## src/hdl/lcd_drv_defines.svh

```systemverilog
/*
 * Offsets, field positions, reset values and bus codes of the LCD driver.
 * Assumes inclusion by bare name from the design files.
 */
`ifndef LCD_DRV_DEFINES_SVH
`define LCD_DRV_DEFINES_SVH

// ****************************************************************
// Register map
// ****************************************************************
`define LCD_ADDR_W          8
`define LCD_OFF_CONTROL     8'h00
`define LCD_OFF_ROLE_LOW    8'h04
`define LCD_OFF_ROLE_MID    8'h08
`define LCD_OFF_ROLE_HIGH   8'h0C

// ****************************************************************
// Control register fields
// ****************************************************************
`define LCD_BIT_FRAME       7
`define LCD_BIT_BIAS_HI     6
`define LCD_BIT_BIAS_LO     5
`define LCD_BIT_DRIVE_ON    4

// ****************************************************************
// Pin role fields
// ****************************************************************
`define LCD_ROLE_REG_W      8
`define LCD_ROLE_LOW_LSB    0
`define LCD_ROLE_MID_LSB    8
`define LCD_ROLE_HIGH_LSB   16
`define LCD_ROLE_ALL_W      24
`define LCD_PINS_MAX        22

// ****************************************************************
// Reset values and bus answers
// ****************************************************************
`define LCD_RST_CONTROL     8'h00
`define LCD_RST_ROLE        24'h000000
`define AXI_RESP_OKAY       2'h0
`define AXI_RESP_SLVERR     2'h2

`endif

```

## src/hdl/lcd_drv_pkg.sv

```systemverilog
/*
 * Types shared by the LCD driver modules.
 * Assumes nothing beyond a SystemVerilog compiler.
 */
package lcd_drv_pkg;

    // ************************************************************
    // Pin drive level and per-pin output bundle
    // ************************************************************
    typedef enum logic [1:0]
    {
        LEVEL_VSS,
        LEVEL_THIRD,
        LEVEL_TWO_THIRDS,
        LEVEL_VDD
    } drive_level_e;

    typedef struct packed
    {
        drive_level_e level;
        logic         common_drive_pin;
        logic         segment_drive_pin;
    } pin_drive_s;

    // ************************************************************
    // Control register content
    // ************************************************************
    typedef enum logic [1:0]
    {
        LADDER_3X200K,
        LADDER_3X100K,
        LADDER_3X33K3,
        LADDER_3X16K6
    } bias_resistor_e;

    typedef struct packed
    {
        logic           frame;
        bias_resistor_e bias_resistor_select;
        logic           lcd_drive_on;
    } drive_control_s;

endpackage

```

## src/hdl/lcd_bias_ladder.sv

```systemverilog
/*
 * Bias resistor ladder select: one-hot string enables for the analog ladder.
 * Assumes aclk domain inputs from the register file.
 */
`timescale 1ns/100ps

module lcd_bias_ladder
(
    // Clock and reset
    input  wire logic                        aclk,
    input  wire logic                        aresetn,
    // Control
    input  wire logic                        lcd_drive_on,
    input  wire lcd_drv_pkg::bias_resistor_e bias_resistor_select,
    // Ladder
    output logic [3:0]                       ladder_tap,
    output logic                             ladder_on
);

    // ************************************************************
    // Registered string enables, all open while off
    // ************************************************************
    always_ff @(posedge aclk)
    begin
        if (!aresetn)
        begin
            ladder_tap <= 4'h0;
            ladder_on  <= 1'h0;
        end
        else
        begin
            ladder_on <= lcd_drive_on;
            for (int i = 0; i < 4; i++)
            begin
                ladder_tap[i] <= lcd_drive_on
                    && (bias_resistor_select == 2'(i));
            end
        end
    end

endmodule

```

## src/hdl/lcd_pin_cell.sv

```systemverilog
/*
 * One shared pin: picks the drive level from frame, role and data bit.
 * Assumes pin data and function select come from logic on aclk.
 */
`timescale 1ns/100ps

module lcd_pin_cell
(
    // Clock and reset
    input  wire logic                    aclk,
    input  wire logic                    aresetn,
    // Control
    input  wire logic                    lcd_drive_on,
    input  wire logic                    frame,
    input  wire logic                    pin_role_select,
    input  wire logic                    pin_lcd_func,
    input  wire logic                    pin_data,
    // Drive
    output lcd_drv_pkg::pin_drive_s      pin_drive
);

    lcd_drv_pkg::pin_drive_s next_pin_drive;

    // ************************************************************
    // Level selection
    // ************************************************************
    always_comb
    begin
        next_pin_drive.level             = lcd_drv_pkg::LEVEL_VSS;
        next_pin_drive.common_drive_pin  = 1'h0;
        next_pin_drive.segment_drive_pin = 1'h0;
        if (lcd_drive_on && pin_lcd_func)
        begin
            next_pin_drive.common_drive_pin  = !pin_role_select;
            next_pin_drive.segment_drive_pin = pin_role_select;
            case ({frame, pin_role_select})
                2'h0: next_pin_drive.level = pin_data
                    ? lcd_drv_pkg::LEVEL_VDD
                    : lcd_drv_pkg::LEVEL_THIRD;
                2'h1: next_pin_drive.level = pin_data
                    ? lcd_drv_pkg::LEVEL_VSS
                    : lcd_drv_pkg::LEVEL_TWO_THIRDS;
                2'h2: next_pin_drive.level = pin_data
                    ? lcd_drv_pkg::LEVEL_VSS
                    : lcd_drv_pkg::LEVEL_TWO_THIRDS;
                default: next_pin_drive.level = pin_data
                    ? lcd_drv_pkg::LEVEL_VDD
                    : lcd_drv_pkg::LEVEL_THIRD;
            endcase
        end
    end

    always_ff @(posedge aclk)
    begin
        if (!aresetn)
        begin
            pin_drive <= '0;
        end
        else
        begin
            pin_drive <= next_pin_drive;
        end
    end

endmodule

```

## src/hdl/lcd_com_seg_driver.sv

```systemverilog
/*
 * Software driven LCD common/segment driver with an AXI4-Lite register file.
 * Assumes pin data bits and pin function selects come from port logic on
 * aclk; the analog ladder and pad drivers sit outside and follow the
 * registered level codes.
 */
`timescale 1ns/100ps

`include "lcd_drv_defines.svh"

// Contract
// - Master enable gates all common/segment driving
// - Driving ignores the port direction setting
// - Disabled driver holds every output at ground
// - Frame bit selects frame zero or one
// - Frame zero: common full/third, segment ground/two-thirds
// - Frame one: common ground/two-thirds, segment full/third
// - Level set by frame bit, role bit and data bit
// - Two-bit field selects bias ladder strength
// - Role bit zero common, one segment
// - Unimplemented bits read back as zero
module lcd_com_seg_driver
#(
    parameter int PIN_COUNT = 22
)
(
    // Clock and reset
    input  wire logic                       aclk,
    input  wire logic                       aresetn,
    // Write address channel
    input  wire logic [`LCD_ADDR_W-1:0]     awaddr,
    input  wire logic [2:0]                 awprot,
    input  wire logic                       awvalid,
    output logic                            awready,
    // Write data channel
    input  wire logic [31:0]                wdata,
    input  wire logic [3:0]                 wstrb,
    input  wire logic                       wvalid,
    output logic                            wready,
    // Write response channel
    output logic [1:0]                      bresp,
    output logic                            bvalid,
    input  wire logic                       bready,
    // Read address channel
    input  wire logic [`LCD_ADDR_W-1:0]     araddr,
    input  wire logic [2:0]                 arprot,
    input  wire logic                       arvalid,
    output logic                            arready,
    // Read data channel
    output logic [31:0]                     rdata,
    output logic [1:0]                      rresp,
    output logic                            rvalid,
    input  wire logic                       rready,
    // Shared port side
    input  wire logic [PIN_COUNT-1:0]       pin_data,
    input  wire logic [PIN_COUNT-1:0]       pin_lcd_func,
    // Pin drive
    output lcd_drv_pkg::pin_drive_s [PIN_COUNT-1:0] pin_drive,
    // Bias ladder
    output logic [3:0]                      ladder_tap,
    output logic                            ladder_on
);

    // ************************************************************
    // Elaboration check
    // ************************************************************
    generate
        if (PIN_COUNT < 1 || PIN_COUNT > `LCD_PINS_MAX)
        begin : g_bad_count
            $error("PIN_COUNT out of range");
        end
    endgenerate

    localparam logic [`LCD_ROLE_ALL_W-1:0] ROLE_MASK =
        `LCD_ROLE_ALL_W'((25'h1 << PIN_COUNT) - 25'h1);

    // ************************************************************
    // Register state
    // ************************************************************
    lcd_drv_pkg::drive_control_s        drive_control;
    logic [`LCD_ROLE_ALL_W-1:0]         pin_role_select;

    // ************************************************************
    // Write channel state
    // ************************************************************
    logic                               aw_full;
    logic                               w_full;
    logic [`LCD_ADDR_W-1:0]             aw_addr_held;
    logic [7:0]                         w_byte_held;
    logic                               w_lane_held;
    logic                               write_fire;
    logic                               write_hit;
    logic                               write_lane;
    logic [`LCD_ADDR_W-1:0]             write_word;

    // ************************************************************
    // Read channel state
    // ************************************************************
    logic [`LCD_ADDR_W-1:0]             read_word;
    logic [7:0]                         next_read_byte;
    logic                               next_read_hit;

    // ************************************************************
    // Handshake outputs
    // ************************************************************
    assign awready = !aw_full;
    assign wready  = !w_full;
    assign arready = !rvalid;

    // Both halves held and no response pending
    assign write_fire = aw_full && w_full && !bvalid;
    assign write_lane = w_lane_held;
    assign write_word = {aw_addr_held[`LCD_ADDR_W-1:2], 2'h0};
    assign write_hit  = (write_word == `LCD_OFF_CONTROL)
                     || (write_word == `LCD_OFF_ROLE_LOW)
                     || (write_word == `LCD_OFF_ROLE_MID)
                     || (write_word == `LCD_OFF_ROLE_HIGH);

    // ************************************************************
    // Write address capture
    // ************************************************************
    always_ff @(posedge aclk)
    begin
        if (!aresetn)
        begin
            aw_full      <= 1'h0;
            aw_addr_held <= '0;
        end
        else if (awvalid && awready)
        begin
            aw_full      <= 1'h1;
            aw_addr_held <= awaddr;
        end
        else if (write_fire)
        begin
            aw_full <= 1'h0;
        end
    end

    // ************************************************************
    // Write data capture
    // ************************************************************
    always_ff @(posedge aclk)
    begin
        if (!aresetn)
        begin
            w_full      <= 1'h0;
            w_byte_held <= 8'h00;
            w_lane_held <= 1'h0;
        end
        else if (wvalid && wready)
        begin
            w_full      <= 1'h1;
            w_byte_held <= wdata[7:0];
            w_lane_held <= wstrb[0];
        end
        else if (write_fire)
        begin
            w_full <= 1'h0;
        end
    end

    // ************************************************************
    // Write response
    // ************************************************************
    always_ff @(posedge aclk)
    begin
        if (!aresetn)
        begin
            bvalid <= 1'h0;
            bresp  <= `AXI_RESP_OKAY;
        end
        else if (write_fire)
        begin
            bvalid <= 1'h1;
            bresp  <= write_hit ? `AXI_RESP_OKAY : `AXI_RESP_SLVERR;
        end
        else if (bready)
        begin
            bvalid <= 1'h0;
        end
    end

    // ************************************************************
    // Control register
    // ************************************************************
    always_ff @(posedge aclk)
    begin
        if (!aresetn)
        begin
            drive_control <= 4'(`LCD_RST_CONTROL >> `LCD_BIT_DRIVE_ON);
        end
        else if (write_fire && write_lane
                 && write_word == `LCD_OFF_CONTROL)
        begin
            drive_control.frame <= w_byte_held[`LCD_BIT_FRAME];
            drive_control.bias_resistor_select <=
                lcd_drv_pkg::bias_resistor_e'(
                    w_byte_held[`LCD_BIT_BIAS_HI:`LCD_BIT_BIAS_LO]);
            drive_control.lcd_drive_on <=
                w_byte_held[`LCD_BIT_DRIVE_ON];
        end
    end

    // ************************************************************
    // Pin role registers
    // ************************************************************
    always_ff @(posedge aclk)
    begin
        if (!aresetn)
        begin
            pin_role_select <= `LCD_RST_ROLE;
        end
        else if (write_fire && write_lane)
        begin
            case (write_word)
                `LCD_OFF_ROLE_LOW:
                begin
                    pin_role_select[`LCD_ROLE_LOW_LSB +: `LCD_ROLE_REG_W]
                        <= w_byte_held
                        & ROLE_MASK[`LCD_ROLE_LOW_LSB +: `LCD_ROLE_REG_W];
                end
                `LCD_OFF_ROLE_MID:
                begin
                    pin_role_select[`LCD_ROLE_MID_LSB +: `LCD_ROLE_REG_W]
                        <= w_byte_held
                        & ROLE_MASK[`LCD_ROLE_MID_LSB +: `LCD_ROLE_REG_W];
                end
                `LCD_OFF_ROLE_HIGH:
                begin
                    pin_role_select[`LCD_ROLE_HIGH_LSB +: `LCD_ROLE_REG_W]
                        <= w_byte_held
                        & ROLE_MASK[`LCD_ROLE_HIGH_LSB +: `LCD_ROLE_REG_W];
                end
                default:
                begin
                    pin_role_select <= pin_role_select;
                end
            endcase
        end
    end

    // ************************************************************
    // Read decode
    // ************************************************************
    assign read_word = {araddr[`LCD_ADDR_W-1:2], 2'h0};

    always_comb
    begin
        next_read_byte = 8'h00;
        next_read_hit  = 1'h1;
        case (read_word)
            `LCD_OFF_CONTROL:
            begin
                next_read_byte = {drive_control, 4'h0};
            end
            `LCD_OFF_ROLE_LOW:
            begin
                next_read_byte =
                    pin_role_select[`LCD_ROLE_LOW_LSB +: `LCD_ROLE_REG_W];
            end
            `LCD_OFF_ROLE_MID:
            begin
                next_read_byte =
                    pin_role_select[`LCD_ROLE_MID_LSB +: `LCD_ROLE_REG_W];
            end
            `LCD_OFF_ROLE_HIGH:
            begin
                next_read_byte =
                    pin_role_select[`LCD_ROLE_HIGH_LSB +: `LCD_ROLE_REG_W];
            end
            default:
            begin
                next_read_hit = 1'h0;
            end
        endcase
    end

    // ************************************************************
    // Read response
    // ************************************************************
    always_ff @(posedge aclk)
    begin
        if (!aresetn)
        begin
            rvalid <= 1'h0;
            rdata  <= 32'h00000000;
            rresp  <= `AXI_RESP_OKAY;
        end
        else if (arvalid && arready)
        begin
            rvalid <= 1'h1;
            rdata  <= {24'h000000, next_read_byte};
            rresp  <= next_read_hit ? `AXI_RESP_OKAY : `AXI_RESP_SLVERR;
        end
        else if (rready)
        begin
            rvalid <= 1'h0;
        end
    end

    // ************************************************************
    // Pin cells
    // ************************************************************
    generate
        for (genvar p = 0; p < PIN_COUNT; p++)
        begin : g_pin
            lcd_pin_cell u_cell
            (
                .aclk            (aclk),
                .aresetn         (aresetn),
                .lcd_drive_on    (drive_control.lcd_drive_on),
                .frame           (drive_control.frame),
                .pin_role_select (pin_role_select[p]),
                .pin_lcd_func    (pin_lcd_func[p]),
                .pin_data        (pin_data[p]),
                .pin_drive       (pin_drive[p])
            );
        end
    endgenerate

    // ************************************************************
    // Bias ladder
    // ************************************************************
    lcd_bias_ladder u_ladder
    (
        .aclk                 (aclk),
        .aresetn              (aresetn),
        .lcd_drive_on         (drive_control.lcd_drive_on),
        .bias_resistor_select (drive_control.bias_resistor_select),
        .ladder_tap           (ladder_tap),
        .ladder_on            (ladder_on)
    );

endmodule

```

## config.mk

```make
export PLATFORM = sky130hd
export DESIGN_NAME = lcd_com_seg_driver
export DESIGN_NICKNAME = d
export VERILOG_FILES = /design/src/hdl/lcd_drv_pkg.sv /design/src/hdl/lcd_bias_ladder.sv /design/src/hdl/lcd_pin_cell.sv /design/src/hdl/lcd_com_seg_driver.sv
export VERILOG_INCLUDE_DIRS = /design/src /design/src/hdl
export SDC_FILE = /design/constraint.sdc
export NUM_CORES = 1
export LEC_CHECK = 0
export ABC_AREA = 1
export BUFFER_PORTS_ARGS = -buffer_cell sky130_fd_sc_hd__buf_2
export CORE_MARGIN = 8
export CORE_UTILIZATION = 44
export CTS_BUF_LIST = sky130_fd_sc_hd__clkbuf_4
export CTS_CLUSTER_SIZE = 14
export DETAILED_ROUTE_END_ITERATION = 7
export GPL_TIMING_DRIVEN = 0
export PLACE_DENSITY = 0.82
export SETUP_SLACK_MARGIN = 0.1
export SYNTH_ARGS = -nofsm -noshare
export SYNTH_HDL_FRONTEND = slang
export SYNTH_SLANG_ARGS = --single-unit
```

## constraint.sdc

```tcl
create_clock -name aclk -period 1.4 [get_ports aclk]
set_clock_uncertainty 0.1 [all_clocks]
set_input_delay 0.07 -clock aclk [delete_from_list [all_inputs] [get_ports aclk]]
set_output_delay 0.07 -clock aclk [all_outputs]
set_load 0.02 [all_outputs]
```

# Word level (Yosys, flattened, before mapping)
# Cells that the tools add are included.
# W data, S select, Z words.
# totals
regBits,152
in_bits,109
wordCells,331
output_inout_bits,134
# classes
mux,77
n_eq_ne,53
n_reduce_logical,117
# op_table
operator,count
$mux W2,68
$reduce_and A2 Y1,25
$eq A2 B2 Y1 const B,24
$eq A2 B1 Y1 const B,23
$reduce_or A2 Y1,22
$logic_and A1 B1 Y1,33
$pmux W8 S4,1
$logic_not A1 Y1,26
$eq A6 B2 Y1 const B,4
$logic_not A8 Y1,2
$eq A6 B1 Y1 const B,2
$mux W1,8
$reduce_bool A2 Y1,4
$reduce_or A4 Y1,1
$logic_or A1 B1 Y1,3
$logic_not A2 Y1,1

# Logic depth before layout (Yosys ltp)
# Gate-level depths: netlist (run 1).
# depth
word_depth,5
mapped_depth,8
ltp_nobuf,8

# Modules after synthesis
# Synthesis (run 1) repeated with hierarchy kept, for this count alone.
# hier_totals
cells_unflattened,822
hier_area_um2,5830.6
# modules_own_cells
mod,seq_area_each_um2,cells_per_inst,instances,area_each_um2
lcd_pin_cell,80.1,20,22,142.6
lcd_com_seg_driver,1101.1,365,1,2544.9
lcd_bias_ladder,100.1,17,1,147.6

# Worst setup path after synthesis (run 1)
# Ideal clock, no wire load.
# synth_path
kind,reg2reg
start,register bvalid
end,register pin_role_select[6]
path_stages_with_launch,8
setup_time_ns,0.113
synth_period_minus_slack_ns,1.501
n_path_buf,1
required_time_ns,1.187
path_slack_ns,-0.101
arrival_ns,1.288
cell_sequence,dfxtp_1 -> nor3_4 -> nand2_4 -> nor3_4 -> buf_6 -> nand2_1 -> nand2_1 -> nor2_1
# synth_between
elab_chain_cells,4
# synth_rtl
element,line_no,source
start: declaration,lcd_com_seg_driver.sv:42,"output logic bvalid,"
start signal: assignment,lcd_com_seg_driver.sv:170,bvalid <= 1'h0;
start signal: assignment,lcd_com_seg_driver.sv:175,bvalid <= 1'h1;
start signal: assignment,lcd_com_seg_driver.sv:180,bvalid <= 1'h0;
$logic_not A1 Y1,lcd_com_seg_driver.sv:111,assign write_fire = aw_full && w_full && !bvalid;
$logic_and A1 B1 Y1,lcd_com_seg_driver.sv:111,
$logic_and A1 B1 Y1,lcd_com_seg_driver.sv:214,else if (write_fire && write_lane)
$reduce_and A2 Y1 (no source line),--,
end signal: assignment,lcd_com_seg_driver.sv:212,pin_role_select <= `LCD_RST_ROLE;
end signal: assignment,lcd_com_seg_driver.sv:237,pin_role_select <= pin_role_select;
end: declaration,lcd_com_seg_driver.sv:81,logic [`LCD_ROLE_ALL_W-1:0] pin_role_select;
# No other way between the ends.
# A chain may end at the register's enable or synchronous reset.

# Final worst setup path (run 1)
# layout_path
start,register w_full
end,register pin_role_select[2]
# layout_between
elab_chain_cells,4
# layout_rtl
element,line_no,source
start: declaration,lcd_com_seg_driver.sv:87,logic w_full;
start signal: assignment,lcd_com_seg_driver.sv:147,w_full <= 1'h0;
start signal: assignment,lcd_com_seg_driver.sv:153,w_full <= 1'h1;
start signal: assignment,lcd_com_seg_driver.sv:159,w_full <= 1'h0;
$logic_and A1 B1 Y1 (2 in series),lcd_com_seg_driver.sv:111,
$logic_and A1 B1 Y1,lcd_com_seg_driver.sv:214,
$reduce_and A2 Y1 (no source line),--,
# No other way between the ends.

==> reports/summary.md, run 1 <==
In this run, synthesis inferred 0 flip-flops with an integrated enable. The count of endpoints failing hold in the final timing report came out at 0. For this design, the slowest cell found on the critical path is dfxtp_2. Yosys instantiated no cell more often than nor2_1. The tools report the worst slack at placement as -0.4160 ns. Wires add up to 17,630 um. The H-tree was split into 4 levels. The signal on the critical path passes through inv_4 -> nor3_4 -> nand2_4 -> nor3_4 -> buf_6 -> buf_6 -> nor2_1 -> nor2_1. By count the netlist is led by nor2_1 (176), dfxtp_1 (148), nand2_1 (102), inv_1 (47), buf_4 (28).

In the final layout, the share of cells above drive strength 1 is 34.85%. The predominant post-synthesis flop cell is dfxtp_1. Dividing the detail-routed wire length by the instance count gives 15.77 um. The clock drives 148 sinks.

Setup violations remaining at the end of the flow were counted as 26. Derived from the worst setup path, the maximum achievable clock frequency is 629.0 MHz. A synthesized cell averages 8.334 um2.

First-pass GRT wire length: 26,200 um. The number of antenna violations at the first check in global routing came out at 1. The power per cell area was 939.8 mW/mm2; the worst hold path stage count was 4. The final hold slack was 0.07887 ns.

The tools report the post-synthesis instance area as 0.005325 mm2. The clock tree root buffer cell is clkbuf_4. Die outline area: 0.01588 mm2. The flow ran to the end, but the final reports show violations. The die is 126.0 um tall. Measured against its own limit, the worst slew margin works out to 66.28%. The fraction of synthesis flops using an asynchronous set or reset pin came out at 0%.

The final critical-path required period works out to 1.590 ns. The share of the Yosys chip area taken by registers is 55.64%. For the power after layout, the log shows 0.007669 W. Setup repair after global routing could not meet its margin everywhere. For the worst setup path, the data arrival time is 1.97 ns. The worst setup path is launched from a register. Worst-skew pair later-pin latency: 0.53 ns. After detailed routing, no signal wire sits above met4. Once the floorplan was initialized, standard cells occupied 44.71% of the core. For the length of routed met2 wiring, the log shows 9163 um. TritonCTS built the clock tree. The total area inside the core boundary comes to 0.01191 mm2.

The first detailed-routing pass took 5 iterations. Buffers inserted during clock tree synthesis total 17. The area of the multi-input gates was 0.002283 mm2; the synthesis warning total was 0.

Yosys attributes the largest share of cell area to dfxtp_1 (56%), nor2_1 (12%), nand2_1 (7.2%), buf_4 (3.9%), xnor2_1 (3.6%). The run gives 17 as the largest net degree at the start of global routing. For the remaining global-route overflow, the log shows 0. The longest clock path from root to sink contains 2 buffers.

The clock transition time at the flip-flop clock pins of the worst setup and hold paths is 0.12 ns, and the number of different library cells in the post-synthesis netlist is 25. After detailed routing, the number of vias per cell comes to 4.642. The layout has 874 filler cells.

Of all nets on the critical path, the largest fanout is 5. The transition time of the tightest slew-check pin works out to 0.5058 ns. The critical setup path kind is register to register. The tools report the met1 layer wirelength in the final routing as 6454 um. In the routed design, unresolved DRC markers number 0. The max capacitance violation total was 0. At the end of routability-driven placement, the weighted congestion stood at 0.8651. In this run, synthesis produced a sequential element count of 148.

The placed wire-length estimate is 11,070 um, and the data required time of the worst path is 1.78 ns. Summed over its instances, the top area cell type makes up 55.64% of the synthesized netlist area. The logic depth of the worst register-to-register path came out at 8.

The checks that failed: setup timing. The number of port buffers is 179. Summed over all cells, the static leakage comes to 3.949 nW. The growth of design area from synthesis to finish is 53.24%. The run gives 0.4612 mV as the peak supply drop.

The number of placement rows was 40. The final worst-path setup slack came out at -0.1898 ns. For the number of top-level pins, the log shows 243. In this design, the stage delay of the slowest critical-path cell is 0.37 ns. The post-synthesis instance total was 639.

In the finished design, the share of the clock period the worst path needs comes to 113.6%. Wire length on met3: 1475 um. The tightest min-delay check is of the input pin to register type. For this block, the initial DRC count from the detailed router was 282. The tools report the final max-slew violation count as 0. The run gives 0.002975 mm2 as the sequential cell area. The floorplan die width came out at 126.0 um.

For this block, the via count after detailed routing is 5,190. The run gives 20.96% as the global routing usage summed across all routing layers. Type of element capturing the critical path: a register. Summed over all instances, the cell type with the most area after synthesis is dfxtp_1. The logs give 5,236 for the via count of the first global-routing pass and 0 for the post-route antenna net violation count. At the end of the flow, the number of nets in the layout was 1,066.
-- per-layer routing --
layer	global-route usage (%)	vias up
li1	-	2542
met1	21.56	2353
met2	37.50	250
met3	7.300	45
met4	9.766	0
met5	0	-
-- what timing repair did --
| action | 4_1_cts | 5_1_grt |
|---|---|---|
| gates resized for setup | 43 | 78 |
| setup endpoints to repair | 111 | 105 |
| hold buffers | 73 | 0 |
| setup buffers | 11 | 7 |
| gates cloned | 3 | 2 |
| pin swaps | 8 | 19 |
| endpoints found under the hold margin | 121 | 0 |
-- worst paths after layout --
| kind | startpoint | endpoint | slack [ns] |
|---|---|---|---|
| hold / removal | aresetn | rdata[4] | 0.08 |
| setup / recovery | w_full | pin_role_select[2] | -0.19 |
| setup reg to reg | w_full | pin_role_select[2] | -0.19 |
| hold reg to reg | rdata[0] | rdata[0] | 0.37 |
-- layout by cell type (no fill, tap or decap), types with 4 or more instances in the layout --
cell type      count
a21oi_1           21
buf_2            169
buf_4             45
buf_6             15
clkbuf_4          24
clkinv_1           5
conb_1            26
dfxtp_1          140
dfxtp_2            7
dlygate4sd3_1     73
inv_1             43
inv_2              4
nand2_1           82
nand2_2           18
nand4_1           12
nor2_1           170
nor2_2             6
nor3_1             4
nor3_4             5
o21ai_0           22
xnor2_1           20
xor2_2            15
xor2_4             4
-- cells by family (layout without fill, tap and decap cells) --
family | count (synthesis) | count (layout) | synth area share (%)
buffers and inverters | 93 | 399 | 8.928
other | 1 | 27 | 0.07042
XOR/XNOR | 44 | 44 | 7.237
AND/OR/NAND/NOR | 306 | 306 | 23.61
AO/OA/AOI/OAI | 47 | 47 | 4.511
flip-flops | 148 | 148 | 55.64
-- worst max-delay path: cells and delay by family (launching register included) --
kind | cells | cell delay [ns]
buffers and inverters | 3 | 0.30
DFF | 1 | 0.37
and+or+nand+nor | 5 | 0.75
-- through the flow --
step	instances	setup TNS (ns)	area, um2	util (%)
after floorplan	664	-0.2720	5428	-
after global placement	990	-16.89	6507	54.63
after detailed placement	990	-19.71	6507	54.63
after CTS	1109	-2.054	7809	65.56
after global routing	1118	-5.554	8160	68.51
final	1118	-3.399	8160	68.51
-- state kept, by name (all words and copies together), names as in the netlist, 4 cells and up --
register,flops
pin_role_select,22
drive_control,4
rdata,8
u_ladder.ladder_tap,4
w_byte_held,8
aw_addr_held,6
g_pin.u_cell.pin_drive,88
-- report_power, final --
part	switching [W]	internal (W)	leakage [nW]	total (W)
logic	0.000432	0.000402	2.61	0.000834
clock network	0.00145	0.00109	0.143	0.00254
registers	0.0000315	0.00426	1.20	0.00429
total	0.00192	0.00575	3.95	0.00767
-- layout make-up --
| cell class | instances | share of cell area, % |
|---|---|---|
| Antenna cell | 1 | 0.03067 |
| Buffer | 43 | 4.462 |
| Clock buffer | 20 | 1.840 |
| Clock inverter | 12 | 1.395 |
| Inverter | 50 | 2.361 |
| Multi-Input combinational cell | 423 | 27.98 |
| Sequential cell | 148 | 36.46 |
| Tap cell | 147 | 2.254 |
| Timing Repair Buffer | 274 | 23.21 |
Note: power is estimated with default switching activity, not from simulation.
==> inputs of run 2 (changes only) <==
--- a/config.mk
+++ b/config.mk
@@ -9,12 +9,13 @@
 export ABC_AREA = 1
 export BUFFER_PORTS_ARGS = -buffer_cell sky130_fd_sc_hd__buf_2
 export CORE_MARGIN = 8
-export CORE_UTILIZATION = 44
+export CORE_UTILIZATION = 52
 export CTS_BUF_LIST = sky130_fd_sc_hd__clkbuf_4
 export CTS_CLUSTER_SIZE = 14
 export DETAILED_ROUTE_END_ITERATION = 7
 export GPL_TIMING_DRIVEN = 0
-export PLACE_DENSITY = 0.82
+export MAX_ROUTING_LAYER = met4
+export PLACE_DENSITY = 0.9
 export SETUP_SLACK_MARGIN = 0.1
 export SYNTH_ARGS = -nofsm -noshare
 export SYNTH_HDL_FRONTEND = slang
==> constraint.sdc (replaced) <==
create_clock -name aclk -period 2.07 [get_ports aclk]
set_clock_uncertainty 0.1 [all_clocks]
set_input_delay 0.1035 -clock aclk [delete_from_list [all_inputs] [get_ports aclk]]
set_output_delay 0.1035 -clock aclk [all_outputs]
set_load 0.02 [all_outputs]
==> run 2 against run 1 <==
The run now ends clean. Core utilization up 5.3 points. Maximum frequency shrank 14%. Register-to-register slack better by 0.41 ns. Critical endpoint is now w_lane_held. Largest power group unchanged.
==> reports/summary.md, run 2 (same netlist as run 1, synthesis figures left out) <==
The run finished with clean final reports. The number of clock sinks came out at 148 (unchanged). For the via count of the first global-routing pass, the log shows 5,013 (-4.3%). The initial standard-cell utilization of the core is 52.52% (+7.8 points). The area of the multi-input gates is 0.001981 mm2 (-13%). The post-detailed-route wirelength per cell works out to 15.01 um (-4.8%).

The run gives 9.8% (-1.1 points) as the portion of total power attributed to combinational logic. Setup total negative slack: 0 ns (+3.399 ns). The peak supply drop is 0.4032 mV (-13%). The run gives 8281 um (-9.6%) as the length of routed met2 wiring. The cell that appears most often on the critical path is nor2_1. The run gives 2.46 ns (+0.68 ns) as the data required time of the worst path. Walking the worst path, the cells encountered are nor2_1 -> inv_1 -> clkbuf_1 -> nor2_1 -> nor2_1 -> dlygate4sd3_1. The flip-flop count of the largest register after layout is 88 (unchanged). The tools report the final max-slew violation count as 0 (unchanged). The library cells used most frequently in the layout, excluding fill and tap cells, are buf_2 (184), nor2_1 (176), dfxtp_1 (148), nand2_1 (102), dlygate4sd3_1 (71).

The power per cell area was 691.2 mW/mm2 (-26%). Number of port buffers: 179 (unchanged). The class of the tightest hold or removal check is input pin to register.

The DRC violation count after routing came out at 0 (unchanged). The tools report the type of element capturing the critical path as a register. The share of the clock period used by the worst path is 89.19% (-24 points), and the clock buffer count from CTS is 17 (unchanged).

The global routing usage summed across all routing layers was 24.02% (+3.1 points). Kind of start point of the critical path: a register. Setup repair after global routing left no endpoint under its margin. The share of final-layout standard cells stronger than drive strength 1 was 27.27% (-7.6 points).

The post-placement cell area was 0.006485 mm2 (-0.35%); the number of top-level pins was 243 (unchanged). The worst slack at placement was 0.3431 ns (+0.7591 ns). Counting flops per register, the top entry is g_pin.u_cell.pin_drive. Category of cells accounting for the largest share of critical-path delay: buffers and inverters. The met1 layer wirelength in the final routing is 6109 um (-5.3%), and the maximum number of buffers from clock root to sink is 2 (unchanged).

The transition time of the tightest slew-check pin is 0.5309 ns (+0.02514 ns). The startpoint identified for the worst register-to-register timing path is w_full. For the power dissipated by switching net loads, the log shows 0.001406 W (-27%). The first-pass GRT wire length was 24,430 um (-6.7%).

Routability-driven placement congestion ratio: 0.8564 (-1.0%). Slowest cell on the critical path: dlygate4sd3_1. The worst-skew pair later-pin latency is 0.53 ns (about the same). First element of the critical path: w_full. The top routing layer in use was met4. The tools report the share of total power in sequential cells as 56.1% (about the same).

The number of placement rows is 37 (-7.5%). The worst register-to-register path ends at w_lane_held. The cell-internal power was 0.003768 W (-35%). The H-tree depth is 4 (unchanged).

The filler cell count in the final layout is 685 (-22%), and the switching part of the total power is 27.18% (+2.2 points). The largest fanout on the critical path was 10 (+5); the floorplan die width was 117.2 um (-7.0%). The post-CTS setup-driven buffer insertion count was 0 (-11).

The final critical-path required period is 1.846 ns (+0.2565 ns), and the final design area excluding fillers is 0.007486 mm2 (-8.3%). The logs give 0.22 ns (+0.41 ns) for the slack of the worst reg-to-reg path and 0 (unchanged) for the post-route antenna net violation count. The area inside the core boundary is 0.01014 mm2 (-15%), and the logic depth of the worst register-to-register path is 6 (-2). The placed wire-length estimate is 11,030 um (-0.36%), and the achievable frequency is 541.6 MHz (-14%). Leaving out fill and tap cells, the most frequent cell in the layout is buf_2. Delay of the slowest cell on the worst path: 0.56 ns (+0.19 ns). In this run the worst setup path terminates at w_lane_held. The power after layout was 0.005174 W (-33%); the growth of design area from synthesis to finish was 40.58%.

Die outline area: 0.01373 mm2 (-14%). The run gives 0 (-1) as the number of antenna violations at the first check in global routing. The largest registers in the layout are g_pin.u_cell.pin_drive: 88 flops, pin_role_select: 22 flops. The clock network fraction of total power is 34.1% (+1.0 points).

The number of logic stages on the critical path including buffering is 6 (-2). The final worst-path setup slack is 0.2238 ns (+0.4135 ns). The tools report the leakage dissipation as 3.751 nW (-5.0%).

The wire length reported by the detailed router is 16,250 um (-7.8%). The logs give 5 (unchanged) for the detailed-router iteration count before antenna repair and 0 (-100%) for the number of setup violations in the final report. The run gives 64.61% (-1.7 points) as the worst slew margin relative to its limit. For the signal arrival time at the worst endpoint, the log shows 2.23 ns (+0.26 ns).

The tools report the number of nets at the end of the flow as 1,042 (-2.3%). Remaining global-route overflow: 0 (unchanged). TritonCTS built the clock tree. The root buffer cell chosen for the clock tree is clkbuf_4. The max capacitance violation total was 0 (unchanged).

The via density per instance works out to 4.748 (+2.3%). The vertical die dimension is 117.2 um (-7.0%), and the count of endpoints failing hold in the final timing report is 0 (unchanged). The total placed cells including tap cells was 979 (-1.1%); the buffers plus inverters on the worst setup path was 3 (unchanged). The worst hold path stage count is 6 (+2). The clock transition time at the flip-flop clock pins of the worst setup and hold paths works out to 0.14 ns (+0.02 ns). The number of non-filler instances in the completed layout is 1,083 (-3.1%), and the largest net degree at the start of global routing is 17 (unchanged).

The number of DRC markers after the initial detailed-route iteration came out at 463 (+64%). The wire length on met3 came out at 1440 um (-2.4%). The critical setup path kind was register to register. Sequential cell area: 0.002963 mm2 (-0.42%).

The tools report the total via count after detailed routing as 5,142 (-0.92%).
[run 2: changes by cell type in the layout (fill, tap and decap cells not counted), sizes merged]
cell / before / now
clkinv: 9 / 7
inv: 49 / 53
clkinvlp: 2 / 3
bufinv: 2 / 1
dlygate4sd3: 73 / 71
buf: 236 / 216
clkbuf: 28 / 24
[run 2: worst min-delay path by stage]
stage / from / endpoint
6_report: araddr[2] / rdata[0]
3_5_place_dp: awaddr[5] / aw_addr_held[5]
2_1_floorplan: awaddr[4] / aw_addr_held[4]
3_3_place_gp: awaddr[4] / aw_addr_held[4]
5_1_grt: araddr[5] / rresp[1]
4_1_cts: araddr[4] / rresp[1]
[run 2: layout make-up]
| type | instances | area share, % |
|---|---|---|
| Sequential cell | 148 | 39.58 |
| Multi-Input combinational cell | 423 | 26.46 |
| Timing Repair Buffer | 250 | 21.46 |
| Buffer | 43 | 3.878 |
| Inverter | 50 | 2.507 |
| Tap cell | 136 | 2.273 |
| Clock inverter | 14 | 2.006 |
| Clock buffer | 18 | 1.805 |
| Antenna cell | 1 | 0.03343 |
[run 2: power groups by stage]
stage	combinational (W)	sequential, W	clock, W
2_1_floorplan	0.000242	0.00297	0
3_3_place_gp	0.000369	0.00296	0
3_5_place_dp	0.000378	0.00296	0
4_1_cts	0.000487	0.00290	0.00177
5_1_grt	0.000547	0.00291	0.00192
6_report	0.000506	0.00290	0.00177
[run 2: layer usage]
layer | global-route usage [%] | vias up
li1 | - | 2513
met1 | 24.64 | 2345
met2 | 42.84 | 245
met3 | 6.773 | 39
met4 | 8.874 | 0
met5 | - | -
[run 2: through the flow]
step                      util [%]  hold slack (ns)
after global routing         73.81         0.008257
after CTS                    73.79         0.007928
after global placement       63.96           0.2254
final                        73.84          0.01998
after detailed placement     63.96           0.2317
after floorplan                  -           0.1384
[run 2: worst reg2reg max path, cell delays in order, from the launching register on]
cell and delay, ns:
dfxtp_1 0.37, nor2_1 0.06, inv_1 0.15, clkbuf_1 0.35, nor2_1 0.08, nor2_1 0.13
dlygate4sd3_1 0.56
[run 2: what timing repair did]
item                                   CTS  global route
endpoints found under the hold margin  121             0
resized for setup                        0             3
hold buffers                            71             0
setup endpoints to repair                0             5
